===== src/inc/giq_pkg.sv =====
// Constants, tables and types shared by the inventory round controller
package giq_pkg;

    localparam int          PROFILE_COUNT   = 6;
    localparam logic [2:0]  PROFILE_LAST    = 3'h5;
    localparam logic [2:0]  PROFILE_DEFAULT = 3'h2;
    // Bit n set means profile n is allowed in the restricted regions
    localparam logic [5:0]  REGION_ALLOWED  = 6'h2d;

    localparam int          CNT_W           = 16;
    localparam int          RETRY_W         = 8;
    localparam logic [3:0]  Q_TOP           = 4'hf;
    localparam logic [3:0]  Q_ZERO          = 4'h0;

    localparam logic        ALGO_FIXED      = 1'b0;
    localparam logic        ALGO_DYN1       = 1'b1;

    // Profile fields: modulation 1 = PR-ASK, 0 = DSB-ASK
    localparam logic [5:0]  TBL_MOD_PR      = 6'h2c;
    // PIE code 1 = 1.5:1, 0 = 2:1
    localparam logic [5:0]  TBL_PIE_15      = 6'h3c;
    // Divide ratio code 1 = 64/3, 0 = 8
    localparam logic [5:0]  TBL_DR_643      = 6'h2c;
    localparam logic [15:0] TBL_TARI_NS [PROFILE_COUNT] =
        '{16'h61a8, 16'h30d4, 16'h61a8, 16'h61a8, 16'h186a, 16'h61a8};
    localparam logic [9:0]  TBL_BLF_KHZ [PROFILE_COUNT] =
        '{10'h028, 10'h0a0, 10'h0fa, 10'h12c, 10'h190, 10'h0fa};
    // Miller subcarrier count, 1 = FM0
    localparam logic [2:0]  TBL_MILLER  [PROFILE_COUNT] =
        '{3'h1, 3'h2, 3'h4, 3'h4, 3'h1, 3'h2};

    typedef enum logic [2:0] {
        GIQ_IDLE,
        GIQ_ROUND,
        GIQ_WAIT,
        GIQ_REP,
        GIQ_EVAL,
        GIQ_DONE
    } giq_state_t;

endpackage : giq_pkg


===== src/rtl/giq_inventory_ctrl.sv =====
// Inventory round controller: profile select, fixed-Q and dynamic-Q sequencing
module giq_inventory_ctrl (
    input  wire logic        ref_clk,
    input  wire logic        rstn,
    input  wire logic        region_restricted,
    input  wire logic        profile_load,
    input  wire logic [2:0]  profile_sel,
    input  wire logic        algo_sel,
    input  wire logic        start_cycle,
    input  wire logic [3:0]  fixed_q,
    input  wire logic [7:0]  retry_count,
    input  wire logic        opt_until_empty,
    input  wire logic        opt_toggle_target,
    input  wire logic [3:0]  q_start,
    input  wire logic [3:0]  lower_adjust_limit,
    input  wire logic [3:0]  upper_adjust_limit,
    input  wire logic [15:0] max_repeat_count,
    input  wire logic [3:0]  high_threshold_factor,
    input  wire logic [3:0]  low_threshold_factor,
    input  wire logic        slot_done,
    input  wire logic        rn16_timeout,
    input  wire logic        epc_timeout,
    input  wire logic        tag_read,
    input  wire logic        round_cut_off,
    output logic [2:0]       active_profile,
    output logic             profile_reject,
    output logic             prof_mod_pr,
    output logic [15:0]      prof_tari_ns,
    output logic             prof_pie_15,
    output logic [9:0]       prof_blf_khz,
    output logic [2:0]       prof_miller,
    output logic             prof_dr_643,
    output logic             send_query,
    output logic             send_query_rep,
    output logic [3:0]       query_q,
    output logic             target_flag,
    output logic             cycle_busy,
    output logic             cycle_done,
    output logic [15:0]      round_rn16,
    output logic [15:0]      round_epc,
    output logic [15:0]      round_tags
);

    // Legal profile number for the current regional variant
    function automatic logic profile_ok(input logic [2:0] p, input logic restricted);
        logic ok;
        ok = (p <= giq_pkg::PROFILE_LAST);
        if (ok && restricted) begin
            ok = giq_pkg::REGION_ALLOWED[p];
        end
        return ok;
    endfunction : profile_ok

    // Clamp a Q value into the configured window, upper bound winning on a bad window
    function automatic logic [3:0] q_clamp(input logic [3:0] q, input logic [3:0] lo,
                                           input logic [3:0] hi);
        logic [3:0] r;
        r = q;
        if (r < lo) begin
            r = lo;
        end
        if (r > hi) begin
            r = hi;
        end
        return r;
    endfunction : q_clamp

    // ---------------- Profile selection ----------------
    logic [2:0] profile_r;
    logic [2:0] profile_nxt;
    logic       reject_r;
    logic       reject_nxt;

    // illegal numbers leave the selection untouched
    always_comb begin
        profile_nxt = profile_r;
        reject_nxt  = 1'b0;
        if (profile_load) begin
            if (profile_ok(profile_sel, region_restricted)) begin
                profile_nxt = profile_sel;
            end else begin
                reject_nxt = 1'b1;
            end
        end
    end

    always_ff @(posedge ref_clk) begin
        if (!rstn) begin
            profile_r <= giq_pkg::PROFILE_DEFAULT;
            reject_r  <= 1'b0;
        end else begin
            profile_r <= profile_nxt;
            reject_r  <= reject_nxt;
        end
    end

    assign active_profile = profile_r;
    assign profile_reject = reject_r;

    giq_profile_rom u_rom (
        .ref_clk      (ref_clk),
        .rstn         (rstn),
        .prof_idx     (profile_r),
        .prof_mod_pr  (prof_mod_pr),
        .prof_tari_ns (prof_tari_ns),
        .prof_pie_15  (prof_pie_15),
        .prof_blf_khz (prof_blf_khz),
        .prof_miller  (prof_miller),
        .prof_dr_643  (prof_dr_643)
    );

    // ---------------- Round sequencer ----------------
    giq_pkg::giq_state_t state_r;
    giq_pkg::giq_state_t state_nxt;
    logic [3:0]  q_r;
    logic [3:0]  q_nxt;
    logic        algo_r;
    logic        algo_nxt;
    logic [15:0] slot_r;
    logic [15:0] slot_nxt;
    logic [7:0]  retry_r;
    logic [7:0]  retry_nxt;
    logic        target_r;
    logic        target_nxt;
    logic        counting;
    logic        round_clear;
    logic [15:0] last_slot;
    logic        round_end;
    logic [19:0] hi_prod;
    logic [19:0] lo_prod;
    logic [19:0] rn16_w;
    logic        q_down;
    logic        q_up;
    logic        dyn_stop;

    assign counting    = (state_r == giq_pkg::GIQ_WAIT) || (state_r == giq_pkg::GIQ_REP);
    assign round_clear = (state_r == giq_pkg::GIQ_ROUND);
    assign last_slot   = 16'((17'h00001 << q_r) - 17'h00001);
    // dynamic rounds stop at the repeat limit as well as after all slots
    assign round_end   = (slot_r == last_slot) ||
                         ((algo_r == giq_pkg::ALGO_DYN1) && (slot_r == max_repeat_count));

    // Round event counters: tags read, EPC timeouts, RN16 timeouts
    logic [2:0] ev_in;
    assign ev_in = {tag_read, epc_timeout, rn16_timeout};

    genvar gi;
    generate
        for (gi = 0; gi < 3; gi++) begin : gen_cnt
            logic [15:0] c_r;
            logic [15:0] c_nxt;
            // counters restart with each Query; saturate instead of wrapping
            always_comb begin
                c_nxt = c_r;
                if (round_clear) begin
                    c_nxt = 16'h0000;
                end else if (counting && ev_in[gi] && (c_r != 16'hffff)) begin
                    c_nxt = c_r + 16'h0001;
                end
            end
            always_ff @(posedge ref_clk) begin
                if (!rstn) begin
                    c_r <= 16'h0000;
                end else begin
                    c_r <= c_nxt;
                end
            end
        end
    endgenerate

    assign round_rn16 = gen_cnt[0].c_r;
    assign round_epc  = gen_cnt[1].c_r;
    assign round_tags = gen_cnt[2].c_r;

    // Threshold products sized so a 16-bit count times a 4-bit factor never overflows
    assign hi_prod = gen_cnt[1].c_r * high_threshold_factor;
    assign lo_prod = gen_cnt[1].c_r * low_threshold_factor;
    assign rn16_w  = {4'h0, gen_cnt[0].c_r};
    assign q_down  = (rn16_w > hi_prod);
    assign q_up    = (rn16_w < lo_prod);
    // empty round at Q zero, or at the lower limit when that is above zero
    assign dyn_stop = (round_tags == 16'h0000) &&
                      ((q_r == giq_pkg::Q_ZERO) || (q_r == lower_adjust_limit));

    // Cycle state machine
    always_comb begin
        state_nxt  = state_r;
        q_nxt      = q_r;
        algo_nxt   = algo_r;
        slot_nxt   = slot_r;
        retry_nxt  = retry_r;
        target_nxt = target_r;
        case (state_r)
            giq_pkg::GIQ_IDLE: begin
                if (start_cycle) begin
                    algo_nxt  = algo_sel;
                    retry_nxt = retry_count;
                    // dynamic cycles open at the initial Q inside the limits
                    if (algo_sel == giq_pkg::ALGO_DYN1) begin
                        q_nxt = q_clamp(q_start, lower_adjust_limit, upper_adjust_limit);
                    end else begin
                        q_nxt = fixed_q;
                    end
                    state_nxt = giq_pkg::GIQ_ROUND;
                end
            end
            giq_pkg::GIQ_ROUND: begin
                slot_nxt  = 16'h0000;
                state_nxt = giq_pkg::GIQ_WAIT;
            end
            giq_pkg::GIQ_WAIT: begin
                // hop or dwell boundary ends the round early
                if (round_cut_off) begin
                    state_nxt = giq_pkg::GIQ_EVAL;
                end else if (slot_done) begin
                    if (round_end) begin
                        state_nxt = giq_pkg::GIQ_EVAL;
                    end else begin
                        slot_nxt  = slot_r + 16'h0001;
                        state_nxt = giq_pkg::GIQ_REP;
                    end
                end
            end
            giq_pkg::GIQ_REP: begin
                if (round_cut_off) begin
                    state_nxt = giq_pkg::GIQ_EVAL;
                end else begin
                    state_nxt = giq_pkg::GIQ_WAIT;
                end
            end
            giq_pkg::GIQ_EVAL: begin
                // optional A/B flip at the end of every round
                if (opt_toggle_target) begin
                    target_nxt = ~target_r;
                end
                if (algo_r == giq_pkg::ALGO_FIXED) begin
                    // repeat until empty, or run the configured retries
                    if (opt_until_empty) begin
                        state_nxt = (round_tags == 16'h0000) ? giq_pkg::GIQ_DONE
                                                             : giq_pkg::GIQ_ROUND;
                    end else if (retry_r == 8'h00) begin
                        state_nxt = giq_pkg::GIQ_DONE;
                    end else begin
                        retry_nxt = retry_r - 8'h01;
                        state_nxt = giq_pkg::GIQ_ROUND;
                    end
                end else if (dyn_stop) begin
                    state_nxt = giq_pkg::GIQ_DONE;
                end else begin
                    // within a cycle Q moves here only, between rounds
                    if (q_down && (q_r > lower_adjust_limit)) begin
                        q_nxt = q_r - 4'h1;
                    end else if (q_up && (q_r < upper_adjust_limit) && (q_r != giq_pkg::Q_TOP)) begin
                        q_nxt = q_r + 4'h1;
                    end
                    // in-band ratio leaves Q as it was
                    state_nxt = giq_pkg::GIQ_ROUND;
                end
            end
            giq_pkg::GIQ_DONE: begin
                state_nxt = giq_pkg::GIQ_IDLE;
            end
            default: begin
                state_nxt = giq_pkg::GIQ_IDLE;
            end
        endcase
    end

    // Q register is four bits wide, 0 to 15
    always_ff @(posedge ref_clk) begin
        if (!rstn) begin
            state_r  <= giq_pkg::GIQ_IDLE;
            q_r      <= giq_pkg::Q_ZERO;
            algo_r   <= giq_pkg::ALGO_FIXED;
            slot_r   <= 16'h0000;
            retry_r  <= 8'h00;
            target_r <= 1'b0;
        end else begin
            state_r  <= state_nxt;
            q_r      <= q_nxt;
            algo_r   <= algo_nxt;
            slot_r   <= slot_nxt;
            retry_r  <= retry_nxt;
            target_r <= target_nxt;
        end
    end

    // Command strobes decoded from state, one cycle each
    assign send_query     = (state_r == giq_pkg::GIQ_ROUND);
    assign send_query_rep = (state_r == giq_pkg::GIQ_REP);
    assign cycle_done     = (state_r == giq_pkg::GIQ_DONE);
    assign cycle_busy     = (state_r != giq_pkg::GIQ_IDLE);
    assign query_q        = q_r;
    assign target_flag    = target_r;
endmodule : giq_inventory_ctrl


===== src/rtl/giq_profile_rom.sv =====
// Air-link profile table with registered read data
module giq_profile_rom (
    input  wire logic        ref_clk,
    input  wire logic        rstn,
    input  wire logic [2:0]  prof_idx,
    output logic             prof_mod_pr,
    output logic [15:0]      prof_tari_ns,
    output logic             prof_pie_15,
    output logic [9:0]       prof_blf_khz,
    output logic [2:0]       prof_miller,
    output logic             prof_dr_643
);

    logic        mod_nxt;
    logic [15:0] tari_nxt;
    logic        pie_nxt;
    logic [9:0]  blf_nxt;
    logic [2:0]  miller_nxt;
    logic        dr_nxt;

    // table lookup; index above the last profile never reaches here
    always_comb begin
        mod_nxt    = giq_pkg::TBL_MOD_PR[prof_idx];
        tari_nxt   = giq_pkg::TBL_TARI_NS[prof_idx];
        pie_nxt    = giq_pkg::TBL_PIE_15[prof_idx];
        blf_nxt    = giq_pkg::TBL_BLF_KHZ[prof_idx];
        miller_nxt = giq_pkg::TBL_MILLER[prof_idx];
        dr_nxt     = giq_pkg::TBL_DR_643[prof_idx];
    end

    // Registered outputs, one cycle behind the index
    always_ff @(posedge ref_clk) begin
        if (!rstn) begin
            prof_mod_pr  <= 1'b0;
            prof_tari_ns <= 16'h0000;
            prof_pie_15  <= 1'b0;
            prof_blf_khz <= 10'h000;
            prof_miller  <= 3'h0;
            prof_dr_643  <= 1'b0;
        end else begin
            prof_mod_pr  <= mod_nxt;
            prof_tari_ns <= tari_nxt;
            prof_pie_15  <= pie_nxt;
            prof_blf_khz <= blf_nxt;
            prof_miller  <= miller_nxt;
            prof_dr_643  <= dr_nxt;
        end
    end

endmodule : giq_profile_rom


===== config.mk =====
export PLATFORM = sky130hd
export DESIGN_NAME = giq_inventory_ctrl
export DESIGN_NICKNAME = d
export VERILOG_FILES = /design/src/inc/giq_pkg.sv /design/src/rtl/giq_inventory_ctrl.sv /design/src/rtl/giq_profile_rom.sv
export SDC_FILE = /design/constraint.sdc
export NUM_CORES = 1
export LEC_CHECK = 0
export BUFFER_PORTS_ARGS = -buffer_cell sky130_fd_sc_hd__buf_2
export CORE_MARGIN = 4
export CORE_UTILIZATION = 40
export DETAILED_ROUTE_END_ITERATION = 8
export SETUP_SLACK_MARGIN = 0.02
export SLEW_MARGIN = 20
export SYNTH_ARGS = -nofsm -noshare
export SYNTH_HDL_FRONTEND = slang
export SYNTH_SLANG_ARGS = --single-unit

===== constraint.sdc =====
create_clock -name ref_clk -period 15.95 [get_ports ref_clk]
set_clock_uncertainty 0.15 [all_clocks]
set_input_delay 3.19 -clock ref_clk [delete_from_list [all_inputs] [get_ports ref_clk]]
set_output_delay 3.19 -clock ref_clk [all_outputs]
set_load 0.05 [all_outputs]

Word-level counts from Yosys, hierarchy flattened
Memory sizes are Yosys's and may differ from the RTL's. A register that Yosys moved wholly into a read port is not among the register bits. Index checks and enable logic that the tools add are counted.

Bits in registers: 85. Bits in read-only memories: 256. Input bits: 64. Output and inout port bits: 93. Word-level logic and storage cells: 134. Memories kept: 6.

$add $sub $neg: 8. Multiply operators: 2. Magnitude comparators: 8. Equal/unequal tests: 23. Shift operators: 1. Muxes and demuxes: 36. Bitwise gates (word level): 3. Reduce and logical (&&, ||, !) cells: 36.

Memory list: (no name shown) (depth 8, width 16, rd ports 1, clocked after memory_dff 1, write ports 0, line giq_profile_rom.sv:24) `tari_nxt = giq_pkg::TBL_TARI_NS[prof_idx];`; (no name shown) (depth 8, width 10, rd ports 1, clocked after memory_dff 1, write ports 0, line giq_profile_rom.sv:26) `blf_nxt = giq_pkg::TBL_BLF_KHZ[prof_idx];`; (no name shown) (depth 8, width 3, rd ports 1, clocked after memory_dff 1, write ports 0, line giq_profile_rom.sv:27) `miller_nxt = giq_pkg::TBL_MILLER[prof_idx];`; (no name shown) (depth 8, width 1, rd ports 1, clocked after memory_dff 1, write ports 0, line giq_profile_rom.sv:25) `pie_nxt = giq_pkg::TBL_PIE_15[prof_idx];`; (no name shown) (depth 8, width 1, rd ports 1, clocked after memory_dff 1, write ports 0, line giq_profile_rom.sv:23) `mod_nxt = giq_pkg::TBL_MOD_PR[prof_idx];`; (no name shown) (depth 8, width 1, rd ports 1, clocked after memory_dff 0, write ports 0, line giq_inventory_ctrl.sv:49) `ok = giq_pkg::REGION_ALLOWED[p];`.

Operator list (count): $add 16x1->16 const B (4); $mux 16 (3); $ne 16x16->1 const B (3); $mux 4 (11); $mul 16x4->20 (2); $eq 16x16->1 (2); $mux 8 (4); $pmux 16 s2 (1); $mux 3 (10); $gt 16x20->1 (1); $lt 16x20->1 (1); $ne 2x2->1 const B (9); $logic_not 16->1 (1); $pmux 8 s2 (1); $shl 1x4->16 const A (1); $sub 16x1->16 const B (1); $pmux 3 s5 (1); $logic_and 1x1->1 (12); $reduce_and 2->1 (5); $reduce_and 5->1 (2); $gt 4x4->1 (2); $logic_not 8->1 (1); $lt 4x4->1 (2); $pmux 4 s2 (1); other kinds (22) (36).

Longest topological paths before layout
Word-level depth: 10. Depth in mapped cells: 30.

Hierarchy
From an unflattened synthesis, not the netlist that was laid out.

Cell total of the unflattened synthesis: 1355. Area, all modules: 10777.8 um^2.

Modules (own cells, without submodules): giq_inventory_ctrl (instances 1, cells an instance 1288, area each 10074.7 um^2, sequential area each 1701.6 um^2); giq_profile_rom (instances 1, cells an instance 67, area each 703.2 um^2, sequential area each 320.3 um^2).

Worst setup path after synthesis
No wires, ideal clock.

Kind: input to register. From: input port high_threshold_factor[3]. To: register q_r[3] (netlist: query_q[3]). Setup time: 0.132 ns. Data arrival time: 8.652 ns. Required time: 15.668 ns. Setup slack: 7.016 ns. Stages: 29. Buffers on the path: 1. Cells stage by stage: clkbuf_1 -> nand2_1 -> fa_1 -> fa_1 -> inv_1 -> fa_1 -> a211oi_2 -> nor3_1 -> o41a_1 -> o21ai_0 -> nand2b_1 -> a21o_1 -> a21oi_1 -> xor2_1 -> ha_1 -> nand4_1 -> nor2_1 -> nand4_1 -> nand2_1 -> a211oi_1 -> o2111ai_1 -> nor2_1 -> ha_1 -> a21o_1 -> a21oi_1 -> xnor2_1 -> xnor2_1 -> o2111ai_1 -> a21oi_1.

Longest elaborated chain between the ends: 7.

Ends and longest elaborated chain: from (decl) (line giq_inventory_ctrl.sv:18) `input wire logic [3:0] high_threshold_factor,`; $mul 16x4->20 * (line giq_inventory_ctrl.sv:176) `assign hi_prod = gen_cnt[1].c_r * high_threshold_factor;`; $gt 16x20->1 * (line giq_inventory_ctrl.sv:179) `assign q_down = (rn16_w > hi_prod);`; $logic_and 1x1->1 * (line giq_inventory_ctrl.sv:251) `if (q_down && (q_r > lower_adjust_limit)) begin`; $mux 4 (line giq_inventory_ctrl.sv:251); $mux 4 (line giq_inventory_ctrl.sv:247) `end else if (dyn_stop) begin`; $mux 4 (line giq_inventory_ctrl.sv:236) `if (algo_r == giq_pkg::ALGO_FIXED) begin`; $pmux 4 s2 (line giq_inventory_ctrl.sv:193) `case (state_r)`; to (signal assigned) (line giq_inventory_ctrl.sv:273) `q_r <= giq_pkg::Q_ZERO;`; to (signal assigned) (line giq_inventory_ctrl.sv:280) `q_r <= q_nxt;`; to (decl) (line giq_inventory_ctrl.sv:115) `logic [3:0] q_r;`.

Every way passes the cells marked *; elsewhere a longest branch is shown, timed or not. The select of a mux whose other input is x is not followed. A chain may end at the register's enable or synchronous reset.

Worst setup path in the final report
Ends and elaborated chain as after synthesis.

==> run metrics <==
status completed; Fmax ~110 MHz; fill count 2,698; Clock transition at path regs 0.08 ns; row cnt between 50 and 60; wire per inst around 16 um; cell taking the most area after synthesis dfxtp_1; CP endpoint kind flop; DR vias about 9.5k; # DRC 0; worst-margin pin slew ~0.89 ns; port buffer count 150; Async S/R FF share, synth 0%; CTS H-Tree Depth 3; CTS tree yes; worst skew pair latency 0.36 ns; area added between synthesis and finish 10.55%; Slew Limit Fails 0; nets 1,688; initial core utilization between 40% and 50%; synth top area cells dfxtp_1, ha_1, fa_1, inv_1, and2_1; DIE HEIGHT 171.3 um; Yosys reg bits around 100; YS warnings 0; DP Cell Count 1,783; Post-Route WL 27.94 mm; number of synthesized flops with an enable pin 0; most frequent cells after synthesis inv_1, nand2_1, nor2_1; HPWL after detailed placement around 22 mm; setup bufs post-CTS 0; vias per cell 5.294; critical path fanouts, max 16; worst vdd ir 0.05553 mV; Clock Sinks 101; full die area a little under 30,000 sq um; total grt overflow 0; largest net degree at the start of global routing a little over 60; DR iter-0 viols ~560; WHS between 0.3 and 0.4 ns; Slowest-stage cell, CP fa_1; vias in the first global route 9,088; initial antenna violation count 1; post-synth cell types 80; Leakage between 5 and 6 nW; Synth Cell Area 10,660 sq um; final hold vios 0; deepest clock path buffer count 2; die width about 170 um; routability cong. ~0.83; clock root buffer clkbuf_16; count leader, synth inv_1; Tmin final 9.118 ns; unrepaired setup endpoints after global routing false; setup_tns 0 ns; # setup viols final 0; Synth Flop Type dfxtp_1; Critical Path Max Stage Delay roughly 0.54 ns; hold_buf cts 0; first-pass GRT wire length between 40 and 50 mm; Arr. time, crit path 9.18 ns; crit path launch type primary input; Global Route Usage Sum a little under a fifth; Post-Layout Cell Count ~1.8k; cells after synthesis 1,370; I/O pin total about 160; FF/Latch Area slightly above 2000 sq um; HP Class flop to flop; Worst EP required ~16 ns; share of layout cells above drive strength 1 13.73%; CTS Buf Count 9; max cap viols 0; cts repair resizes 0; Final ANT Viol Nets 0; Multi-input gate area between 7000 and 8000 sq um; Mean Syn Cell Area between 7 and 8 sq um; relative slew slack 40.33%; core area between 20,000 and 30,000 sq um; P per Cell Area ~67 nW/um^2; area share of the largest cell type after synthesis 18.96%; DRT Pass-1 Iters 5; sequential element share of the synthesized area 18.96%; CP Class primary input to flop; Final Cycle Share about 57%
[path summary, 6_finish.rpt]
kind,endpoint,cells after the start,start,slack [ns]
min,retry_r[3]$_SDFFE_PN0P_,2,retry_r[3]$_SDFFE_PN0P_,0.34
max,query_q[3]$_SDFFE_PN0P_,29,high_threshold_factor[3],6.83
min reg2reg,retry_r[3]$_SDFFE_PN0P_,2,retry_r[3]$_SDFFE_PN0P_,0.34
max reg2reg,query_q[3]$_SDFFE_PN0P_,28,round_epc[0]$_SDFFE_PP0P_,9.20
[power breakdown]
part / total [W] / switching (W) / internal (W)
sequential: 0.000287 / 0.0000231 / 0.000264
clock: 0.000229 / 0.000115 / 0.000114
combinational: 0.000274 / 0.000176 / 0.0000980
total: 0.000790 / 0.000314 / 0.000476
[metal layers]
| layer | wire length (um) | GRT usage [%] | vias up |
|---|---|---|---|
| met3 | 1439 | 2.919 | 21 |
| met1 | 13640 | 26.39 | 4469 |
| li1 | - | - | 4783 |
| met2 | 12570 | 31.77 | 257 |
| met4 | 286 | 3.583 | 0 |
| met5 | 0 | 0 | - |
[cells in the final DEF, fill, tap and decap left out, drive strengths merged, types with 5 or more instances in the layout]
| master | instances |
|---|---|
| a211oi | 9 |
| a21o | 22 |
| a21oi | 84 |
| a22oi | 5 |
| a31oi | 7 |
| and2 | 82 |
| and3 | 16 |
| buf | 151 |
| clkbuf | 10 |
| conb | 6 |
| dfxtp | 101 |
| fa | 57 |
| ha | 108 |
| inv | 154 |
| mux2 | 5 |
| mux2i | 11 |
| nand2 | 125 |
| nand2b | 11 |
| nand3 | 34 |
| nand4 | 26 |
| nor2 | 115 |
| nor2b | 14 |
| nor3 | 28 |
| nor4 | 11 |
| o2111ai | 5 |
| o21ai | 66 |
| o21bai | 6 |
| o31ai | 5 |
| or2 | 9 |
| or3 | 26 |
| xnor2 | 48 |
| xor2 | 44 |
[final cells by class]
type                       instances  area share (%)
multi-input combinational       1046           65.59
sequential                       101           17.15
timing repair buffer             151           6.432
inverter                         150           4.776
tap                              335           3.556
clock buffer                      10           2.027
clock inverter                     6          0.4458
antenna                            1         0.02123
[kinds of logic after synthesis]
| family | count (synthesis) | synth area share, % |
|---|---|---|
| fa+ha+maj | 165 | 23.37 |
| flops | 101 | 18.96 |
| compound gates | 254 | 15.37 |
| buf+inv | 228 | 8.811 |
| simple gates | 513 | 24.30 |
| xor+xnor | 92 | 7.556 |
| mux | 16 | 1.596 |
| other cells | 1 | 0.03517 |
[critical path, delay by kind of cell]
kind | cells | cell delay, ns
buffers and inverters | 2 | 0.31
adders and majority gates | 5 | 2.12
xor gates and xnor gates | 3 | 0.41
and+or+nand+nor | 8 | 0.95
AOI/OAI and AO/OA | 11 | 2.17
[flip-flops by register name, summed over array words and instances (netlist names), 4 cells and up]
register	cells
round_epc	16
round_rn16	16
round_tags	16
slot_r	16
retry_r	8
u_rom.prof_blf_khz	7
query_q	4
u_rom.prof_tari_ns	4
[metrics by stage]
step	total power [W]	worst slack, ns	util (%)	instance area [sq um]
after CTS	0.0007957	6.829	45.10	11790
after global placement	0.0005634	6.591	43.99	11490
after global routing	0.0008331	6.194	45.11	11790
after floorplan	0.0005099	7.016	-	10680
final	0.0007898	6.832	45.11	11790
after detailed placement	0.0005657	6.458	43.99	11490
(Power assumes the default switching activity.)
